### src/rtl/fcc_cfg.svh
// Purpose: Constants for the fan controller configuration and fail-safe block
// Assumes: 100 MHz system clock
// Notes:   Offsets, bit positions, reset values, bus address, codes and timing counts only
`ifndef FCC_CFG_SVH
`define FCC_CFG_SVH

// ----------------------------------------
// Register offsets and reset values
// ----------------------------------------
`define FCC_OFS_CFG5 8'h7C
`define FCC_OFS_CFG4 8'h7D
`define FCC_RST_CFG5 8'h00
`define FCC_RST_CFG4 8'h00
`define FCC_RD_UNMAPPED 8'h00

// ----------------------------------------
// Field positions
// ----------------------------------------
`define FCC_B_RANGE 0
`define FCC_B_LFSEL 1
`define FCC_B_GPDIR 2
`define FCC_B_GPPOL 3
`define FCC_B_FN_LO 0
`define FCC_B_FN_HI 1

// ----------------------------------------
// Bus address and codes
// ----------------------------------------
`define FCC_SLAVE_ADDR 7'h2E
`define FCC_FULL_DUTY 8'hFF

// ----------------------------------------
// Timing
// ----------------------------------------
`define FCC_CLK_HZ 100000000
`define FCC_HIGH_RATE_FAN_DRIVE_HZ 22500
`define FCC_PWM_STEPS 256
`define FCC_HF_STEP_CYC (`FCC_CLK_HZ / (`FCC_HIGH_RATE_FAN_DRIVE_HZ * `FCC_PWM_STEPS))
`define FCC_FS_TIMEOUT_MS 4600
`define FCC_FS_TIMEOUT_CYC (`FCC_FS_TIMEOUT_MS * (`FCC_CLK_HZ / 1000))

`endif

### src/rtl/fcc_pkg.sv
// Purpose: Types shared by the fan controller configuration block
// Assumes: Constants come from fcc_cfg.svh
// Notes:   Types only
`default_nettype none

package fcc_pkg;

  // ----------------------------------------
  // Register request from the serial engine
  // ----------------------------------------
  typedef struct packed {
    logic wr;
    logic rd;
    logic [7:0] addr;
    logic [7:0] wdata;
  } fcc_reg_req_s;

  // ----------------------------------------
  // Shared pin role and fail-safe timer
  // ----------------------------------------
  typedef enum logic [1:0] {FN_TACH, FN_THERMAL_LIMIT_PIN, FN_ALERT, FN_GPIO} fcc_pin_fn_e;
  typedef enum logic [1:0] {FS_WAIT, FS_COUNT, FS_FIRED, FS_DONE} fcc_fs_e;

endpackage : fcc_pkg

`default_nettype wire

### src/rtl/fcc_top.sv
// Purpose: Configuration, power-up supervision and fail-safe fan drive
// Assumes: Serial engine runs on CLK_SYS; pins and core sense are async
// Notes:   Summary of operation follows
//
// Summary of operation
// - Frequency bit 0 gives 22.5 kHz drive
// - Frequency bit 1 gives programmable low rate
// - Monitoring starts once core sense is good
// - Without core sense, start after first transaction
// - Fans stay off until programmed, over-limit or fail-safe
// - Over-limit temperature forces full fan speed
// - Unaddressed 4.6 s after core sense: full speed
// - Programming always accepted, then obeyed
// - No core sense never arms the timeout
// - Write without core sense gives normal operation
// - Extended range is -64 to 191 degrees
// - GPIO direction bit: 0 input, 1 output
// - GPIO polarity bit: 0 low, 1 high
// - Pin role from low two bits
// - Shared status bit follows selected pin role
// - Offset spans -64 to +63.5 degrees, half-degree steps
// - Auto loop duty clamped to programmed maximum
// - Fixed slave address 0x2E, no selects
// - Thermal pin timed as input, driven hot
`include "fcc_cfg.svh"
`default_nettype none

module fcc_top
  import fcc_pkg::*;
#(
  parameter int NFAN = 3,
  parameter int unsigned FS_TIMEOUT_CYC = `FCC_FS_TIMEOUT_CYC
) (
  input wire logic CLK_SYS,
  input wire logic SRST,
  input wire fcc_reg_req_s REG_REQ,
  output logic [7:0] REG_RDATA,
  input wire logic ADDR_VALID,
  input wire logic [6:0] ADDR_BYTE,
  output logic ADDR_ACK,
  input wire logic XFER_DONE,
  input wire logic CPU_CORE_SUPPLY_SENSE_GOOD,
  input wire logic [7:0] TEMP_CODE,
  input wire logic [7:0] TEMP_OFFSET,
  input wire logic [7:0] THERMAL_LIMIT_PIN_LIMIT,
  input wire logic [NFAN*8-1:0] DUTY_CMD,
  input wire logic [7:0] DUTY_MAX,
  input wire logic [15:0] LF_STEP_CYC,
  input wire logic ALERT_REQ,
  input wire logic GPIO_OUT_VAL,
  input wire logic MFP_IN,
  output logic MFP_OUT,
  output logic MFP_OE_N,
  output logic [NFAN-1:0] PWM_OUT,
  output logic MON_EN,
  output logic FAILSAFE,
  output logic OVERTEMP,
  output logic RANGE_LEGACY,
  output logic FAN_LF,
  output logic STATUS_SHARED,
  output logic [15:0] THERMAL_LIMIT_PIN_TIME
);

  // ----------------------------------------
  // State
  // ----------------------------------------
  localparam int CW = $clog2(FS_TIMEOUT_CYC + 1);
  localparam logic [CW-1:0] TMO_LAST = CW'(FS_TIMEOUT_CYC - 1);
  localparam logic [15:0] HF_STEP = 16'(`FCC_HF_STEP_CYC);

  typedef struct packed {
    logic cpu_core_supply_sense_s1;
    logic cpu_core_supply_sense_s2;
    logic mfp_s1;
    logic mfp_s2;
    logic [7:0] cfg5;
    logic [7:0] cfg4;
    logic [7:0] rdata;
    logic addr_ack;
    logic addressed;
    logic mon_en;
    logic programmed;
    fcc_fs_e fs;
    logic [CW-1:0] fs_cnt;
    logic failsafe;
    logic overtemp;
    logic [15:0] step_cnt;
    logic [7:0] phase;
    logic [NFAN-1:0] pwm;
    logic mfp_oe_n;
    logic status;
    logic [15:0] thermal_limit_pin_time;
  } fcc_state_s;

  localparam fcc_state_s RST_STATE = '{
    cfg5: `FCC_RST_CFG5, cfg4: `FCC_RST_CFG4, fs: FS_WAIT, mfp_oe_n: 1'b1, default: '0};

  fcc_state_s st;
  fcc_state_s next_st;

  // ----------------------------------------
  // Helpers
  // ----------------------------------------
  // Both values share one coding: offset-64 unsigned or twos complement
  function automatic logic fcc_above(input logic legacy, input logic [7:0] t, input logic [7:0] lim);
    if (legacy) begin
      return $signed(t) > $signed(lim);
    end
    return t > lim;
  endfunction

  function automatic logic [7:0] fcc_clamp(input logic [7:0] cmd, input logic [7:0] lim);
    return (cmd > lim) ? lim : cmd;
  endfunction

  logic legacy;
  logic [7:0] temp_adj;
  logic over_now;
  logic addr_match;
  logic full_now;
  logic [15:0] step_len;
  logic step_wrap;
  fcc_pin_fn_e pin_fn;
  logic gp_level;
  logic [NFAN-1:0] fan_on;

  assign legacy = st.cfg5[`FCC_B_RANGE];
  // Offset LSB is 0.5 degree; the sum wraps, so keep offsets inside the range
  assign temp_adj = TEMP_CODE + {TEMP_OFFSET[7], TEMP_OFFSET[7:1]};
  assign over_now = fcc_above(legacy, temp_adj, THERMAL_LIMIT_PIN_LIMIT);
  assign addr_match = ADDR_VALID && (ADDR_BYTE == `FCC_SLAVE_ADDR);
  assign full_now = over_now || st.failsafe;
  assign step_len = st.cfg5[`FCC_B_LFSEL] ? LF_STEP_CYC : HF_STEP;
  assign step_wrap = (step_len <= 16'h0001) || (st.step_cnt >= step_len - 16'h0001);
  assign pin_fn = fcc_pin_fn_e'(st.cfg4[`FCC_B_FN_HI:`FCC_B_FN_LO]);
  assign gp_level = st.cfg5[`FCC_B_GPPOL] ? GPIO_OUT_VAL : ~GPIO_OUT_VAL;

  // ----------------------------------------
  // Fan drive per channel
  // ----------------------------------------
  // Override only shapes the drive; duty and config registers stay intact
  generate
    for (genvar i = 0; i < NFAN; i++) begin : g_fan
      always_comb begin
        if (full_now) begin
          fan_on[i] = 1'b1;
        end else if (!st.programmed) begin
          fan_on[i] = 1'b0;
        end else begin
          fan_on[i] = st.phase < fcc_clamp(DUTY_CMD[i*8 +: 8], DUTY_MAX);
        end
      end
    end
  endgenerate
  // ----------------------------------------
  // Next state
  // ----------------------------------------
  always_comb begin
    next_st = st;
    next_st.cpu_core_supply_sense_s1 = CPU_CORE_SUPPLY_SENSE_GOOD;
    next_st.cpu_core_supply_sense_s2 = st.cpu_core_supply_sense_s1;
    next_st.mfp_s1 = MFP_IN;
    next_st.mfp_s2 = st.mfp_s1;

    // Register access; writes land whatever the fail-safe state
    if (REG_REQ.wr) begin
      next_st.programmed = 1'b1;
      if (REG_REQ.addr == `FCC_OFS_CFG5) begin
        next_st.cfg5 = REG_REQ.wdata;
      end
      if (REG_REQ.addr == `FCC_OFS_CFG4) begin
        next_st.cfg4 = REG_REQ.wdata;
      end
    end
    if (REG_REQ.rd) begin
      case (REG_REQ.addr)
        `FCC_OFS_CFG5: next_st.rdata = st.cfg5;
        `FCC_OFS_CFG4: next_st.rdata = st.cfg4;
        default: next_st.rdata = `FCC_RD_UNMAPPED;
      endcase
    end

    // Address match and monitoring enable
    next_st.addr_ack = addr_match;
    if (addr_match) begin
      next_st.addressed = 1'b1;
    end else if (XFER_DONE) begin
      next_st.addressed = 1'b0;
    end
    if (st.cpu_core_supply_sense_s2) begin
      next_st.mon_en = 1'b1;
    end
    if (XFER_DONE && st.addressed) begin
      next_st.mon_en = 1'b1;
    end

    // Fail-safe timeout
    case (st.fs)
      FS_WAIT: begin
        if (addr_match || REG_REQ.wr) begin
          next_st.fs = FS_DONE;
        end else if (st.cpu_core_supply_sense_s2) begin
          next_st.fs = FS_COUNT;
          next_st.fs_cnt = '0;
        end
      end
      FS_COUNT: begin
        if (addr_match) begin
          next_st.fs = FS_DONE;
        end else if (st.fs_cnt == TMO_LAST) begin
          next_st.fs = FS_FIRED;
          next_st.failsafe = 1'b1;
        end else begin
          next_st.fs_cnt = st.fs_cnt + 1'b1;
        end
      end
      FS_FIRED: begin
        if (REG_REQ.wr) begin
          next_st.fs = FS_DONE;
          next_st.failsafe = 1'b0;
        end
      end
      FS_DONE: begin
        next_st.failsafe = 1'b0;
      end
      default: begin
        next_st.fs = FS_DONE;
        next_st.failsafe = 1'b0;
      end
    endcase

    // PWM time base, 256 phase steps per period
    if (step_wrap) begin
      next_st.step_cnt = '0;
      next_st.phase = st.phase + 8'h01;
    end else begin
      next_st.step_cnt = st.step_cnt + 16'h0001;
    end
    next_st.pwm = fan_on;
    next_st.overtemp = over_now;
    // Shared pin: open drain, only ever pulled low
    next_st.mfp_oe_n = 1'b1;
    next_st.status = st.mfp_s2;
    case (pin_fn)
      FN_TACH: begin
        next_st.status = st.mfp_s2;
      end
      FN_THERMAL_LIMIT_PIN: begin
        next_st.mfp_oe_n = ~over_now;
        next_st.status = ~st.mfp_s2;
        // Saturating time that the pin has been held low
        if (!st.mfp_s2 && (st.thermal_limit_pin_time != 16'hFFFF)) begin
          next_st.thermal_limit_pin_time = st.thermal_limit_pin_time + 16'h0001;
        end
      end
      FN_ALERT: begin
        next_st.mfp_oe_n = ~ALERT_REQ;
      end
      FN_GPIO: begin
        if (st.cfg5[`FCC_B_GPDIR]) begin
          next_st.mfp_oe_n = gp_level;
        end
        next_st.status = st.cfg5[`FCC_B_GPPOL] ? st.mfp_s2 : ~st.mfp_s2;
      end
      default: begin
        next_st.mfp_oe_n = 1'b1;
      end
    endcase
  end

  always_ff @(posedge CLK_SYS) begin
    if (SRST) begin
      st <= RST_STATE;
    end else begin
      st <= next_st;
    end
  end

  // ----------------------------------------
  // Outputs
  // ----------------------------------------
  assign REG_RDATA = st.rdata;
  assign ADDR_ACK = st.addr_ack;
  assign MFP_OUT = 1'b0;
  assign MFP_OE_N = st.mfp_oe_n;
  assign PWM_OUT = st.pwm;
  assign MON_EN = st.mon_en;
  assign FAILSAFE = st.failsafe;
  assign OVERTEMP = st.overtemp;
  assign RANGE_LEGACY = st.cfg5[`FCC_B_RANGE];
  assign FAN_LF = st.cfg5[`FCC_B_LFSEL];
  assign STATUS_SHARED = st.status;
  assign THERMAL_LIMIT_PIN_TIME = st.thermal_limit_pin_time;
endmodule : fcc_top

`default_nettype wire

### config.mk
export PLATFORM = sky130hd
export DESIGN_NAME = fcc_top
export DESIGN_NICKNAME = d
export VERILOG_FILES = /design/src/rtl/fcc_pkg.sv /design/src/rtl/fcc_top.sv
export VERILOG_INCLUDE_DIRS = /design/src /design/src/rtl
export SDC_FILE = /design/constraint.sdc
export NUM_CORES = 1
export LEC_CHECK = 0
export BUFFER_PORTS_ARGS = -buffer_cell sky130_fd_sc_hd__buf_4
export CELL_PAD_IN_SITES_DETAIL_PLACEMENT = 1
export CELL_PAD_IN_SITES_GLOBAL_PLACEMENT = 1
export CORE_MARGIN = 5
export CORE_UTILIZATION = 45
export CTS_BUF_LIST = sky130_fd_sc_hd__clkbuf_16
export CTS_CLUSTER_SIZE = 40
export DETAILED_ROUTE_END_ITERATION = 16
export GPL_TIMING_DRIVEN = 0
export PLACE_DENSITY = 0.9
export SLEW_MARGIN = 10
export SYNTH_ARGS = -nofsm -noshare
export SYNTH_HDL_FRONTEND = slang
export SYNTH_SLANG_ARGS = --single-unit
export TNS_END_PERCENT = 5
### constraint.sdc
create_clock -name CLK_SYS -period 10.3 [get_ports CLK_SYS]
set_input_delay 2.575 -clock CLK_SYS [delete_from_list [all_inputs] [get_ports CLK_SYS]]
set_output_delay 2.575 -clock CLK_SYS [all_outputs]
set_load 0.01 [all_outputs]
==> results.toml <==
[worst_hold_path]
hp-start = "next_st[106]$_SDFF_PP0_"
min_to = "st[106]$_SDFF_PP0_"
hold_depth = 1
hp-class = "flip-flop to flip-flop"

[sta]
tightest_slew_ns = 1.07
min_period_ns = 6.19
finalSetupViolations = 0
skew_ns = 0.0150
hold_viol_final = 0
holdWs_ns = 0.444
post-route-period-util = 0.601
rsz0062_at_grt = "no"
setup_tns_ns = 0
finalMaxSlewViolations = 0
fmax_ghz = 0.161
max-slew-margin-rel = 0.281
worst_slack_ns = 4.11

[synthesis]
syn_nets = 1112
synthesis.area_mm2 = 0.00765
synth_warnings = 0
ys.flop_type = "dfxtp_1"
synth-seq-cells = 110
synth_area_per_cell_um2 = 8.34
syn_inst = 918
synthArstFlopShare = 0
synth-seq-area-share = 0.288
synth_edf_count = 0
yosysUniqueCellTypes = 78

[clock_tree]
htreeDepth = 3
cts_num_sinks = 110
cts_tree = "built"
clk_pin_slew_worst_paths_ns = 0.07
clk_latency_ns = 0.35
clock_path_buffers = 2
root_buffer = "clkbuf_16"
cts_made_buffers = 9
cts_setup_buffers = 0
holdBufCountCts = 0
cts_resized = 0

[layout]
diodes = 0
area_growth_pct = 20.3
drive_gt1_frac = 0.196
final_net_count = 1259
final_core_util = 0.553

[critical_path]
crit_required_ns = 10.58
cp.depth = 15
cp-start-kind = "input pin"
crit_type = "input pin to flip-flop"
critPathLaunch = "LF_STEP_CYC[1]"
r2r_start = "FAN_LF$_SDFFE_PP0P_"
slowest_stage = "or4_1"
ff2ff_path_depth = 16
cpMostUsedCell = "buf_2"
crit-reg2reg-capture = "st[41]$_SDFF_PP0_"
crit_fanout = 10
end_kind = "flip-flop"
critical_path.max_stage_delay_ns = 0.60
timing.critical_path.cells = "buf_4 > or4_1 > nand4bb_1 > nor4b_2 > xor2_1 > nand2_1 > ha_1 > and2_0 > a221o_1 > a221oi_1 > o211ai_2 > or2_1 > buf_2 > buf_2 > nor2_1"
worst-path-buf-inv = 3
reg2reg_setup_slack_ns = 5.81
crit_family = "simple AND/OR/NAND/NOR gates"
crit_arrival_ns = 6.48

[placement]
place.gp.congestion = 0.848
numPortBuffers = 136
place_hpwl_um = 17100
dpl_worst_slack_ns = 3.85

[power]
leakage_nw = 4.08
irDropWorstVdd_v = 0.0000907
power_mw = 1.03
power_density_mw_per_mm2 = 112

[die]
fp-row-count = 47
dieWidth_um = 140
boundaryPins = 141
fp.dieH_um = 140
dieArea_mm2 = 0.0197
initial_core_util = 0.460
fp.coreArea_mm2 = 0.0166

[grt]
grt_max_degree = 17
track_usage = 0.214
grt_pass1_wl_um = 35500
grt_overflow = 0
grt_pass1_vias = 7516
antenna_found_initial = 0

[routing]
drt_wl_total_um = 21200
wl_per_cell_um = 16.5
dr.pass1.iters = 4
drc = 0
avgViaCountPerCell = 5.51
vias = 7098
drt_first_iter_violations = 242
ant_nets = 0

[job]
maxCapViolations = 0

[status]
status = "finished clean"
## state kept, by name, indices dropped and copies added, names as in the netlist
name / count
ADDR_ACK: 1
FAILSAFE: 1
FAN_LF: 1
MFP_OE_N: 1
MON_EN: 1
OVERTEMP: 1
PWM_OUT: 3
RANGE_LEGACY: 1
REG_RDATA: 8
STATUS_SHARED: 1
THERMAL_LIMIT_PIN_TIME: 16
next_st: 2
pin_fn: 2
st: 71
## worst max path at each step
stage                          endpoint  slack, ns
CTS                   st[41]$_SDFF_PP0_       4.20
global route          st[38]$_SDFF_PP0_       3.94
floorplan           st[28]$_SDFFE_PP0P_       4.46
finish                st[41]$_SDFF_PP0_       4.11
detailed placement    st[38]$_SDFF_PP0_       3.85
global placement      st[44]$_SDFF_PP0_       3.88
## logic make-up (layout without fill, tap and decap cells)
group / count (synthesis) / after routing / share of synthesized area
xor+xnor: 70 / 70 / 0.0801
mux: 30 / 30 / 0.0412
other cells: 1 / 1 / 0.000490
simple gates: 385 / 385 / 0.259
flops: 110 / 110 / 0.288
compound gates: 147 / 147 / 0.128
buf+inv: 86 / 237 / 0.0574
fa+ha+maj: 89 / 89 / 0.147
## synthesized netlist by cell type (3+ instances only)
| master | n | area [um^2] |
|---|---|---|
| nor2_1 | 146 | 548 |
| dfxtp_1 | 110 | 2200 |
| ha_1 | 88 | 1100 |
| a21oi_1 | 63 | 315 |
| nand2_1 | 55 | 206 |
| xor2_1 | 54 | 473 |
| nand3_1 | 40 | 200 |
| inv_1 | 33 | 124 |
| nand4_1 | 31 | 194 |
| buf_4 | 28 | 210 |
| nor2b_1 | 26 | 163 |
| clkbuf_1 | 18 | 67.6 |
| mux2i_1 | 18 | 180 |
| and3_1 | 17 | 106 |
| nor3_1 | 16 | 80.1 |
| xnor2_1 | 16 | 140 |
| o21ai_0 | 15 | 75.1 |
| a21o_1 | 14 | 105 |
| mux2_2 | 10 | 113 |
| a211oi_1 | 8 | 60.1 |
| nor4_1 | 8 | 50.1 |
| and4_1 | 5 | 43.8 |
| o211ai_1 | 5 | 37.5 |
| or3_1 | 5 | 31.3 |
| nand2b_1 | 4 | 25.0 |
| o21a_1 | 4 | 30.0 |
| o22ai_1 | 4 | 25.0 |
| a211o_1 | 3 | 26.3 |
| a32oi_1 | 3 | 26.3 |
| and2_1 | 3 | 18.8 |
| buf_1 | 3 | 11.3 |
| buf_2 | 3 | 15.0 |
| nand4b_1 | 3 | 26.3 |
| o31ai_1 | 3 | 22.5 |
## placed cells by master (no fill, tap or decap), drive strengths merged, types with 4 or more instances in the layout
cell type / Yosys / final
buf: 35 / 171
nor2: 146 / 146
dfxtp: 110 / 110
ha: 88 / 88
a21oi: 63 / 63
nand2: 55 / 55
xor2: 54 / 54
nand3: 40 / 40
inv: 33 / 37
nand4: 32 / 32
clkbuf: 18 / 27
nor2b: 26 / 26
mux2i: 18 / 18
and3: 18 / 18
nor3: 18 / 18
xnor2: 16 / 16
o21ai: 15 / 15
a21o: 14 / 14
mux2: 12 / 12
nor4: 9 / 9
a211oi: 8 / 8
o211ai: 6 / 6
and4: 6 / 6
or3: 5 / 5
o21a: 4 / 4
o22ai: 4 / 4
nand2b: 4 / 4
and2: 4 / 4
## routing by layer
metal	track usage	wire length, um	part of all wire
met3	0.0412	797	0.038
met5	0	0	0
met4	0.0433	206	0.0097
met2	0.389	11000	0.52
met1	0.261	9260	0.44
## cell type report
type	instances	area [um^2]
fill	2022	7440
clock inverter	6	31.3
multi-input combinational	722	5010
clock buffer	9	225
tap	220	275
inverter	33	124
sequential	110	2200
buffer	53	315
timing repair buffer	136	1020
## power by group
group	internal [mW]	switching, mW	total, mW
Sequential	0.438	0.0107	0.449
Combinational	0.118	0.147	0.265
Clock	0.160	0.154	0.314
Total	0.716	0.312	1.03
## per-stage QoR
| step | area (um^2) | instances |
|---|---|---|
| CTS | 9210 | 1289 |
| detailed placement | 8950 | 1274 |
| finish | 9210 | 1289 |
| floorplan | 7650 | 918 |
| global placement | 8950 | 1274 |
| global route | 9210 | 1289 |
Note: power is estimated with default switching activity, not from simulation.
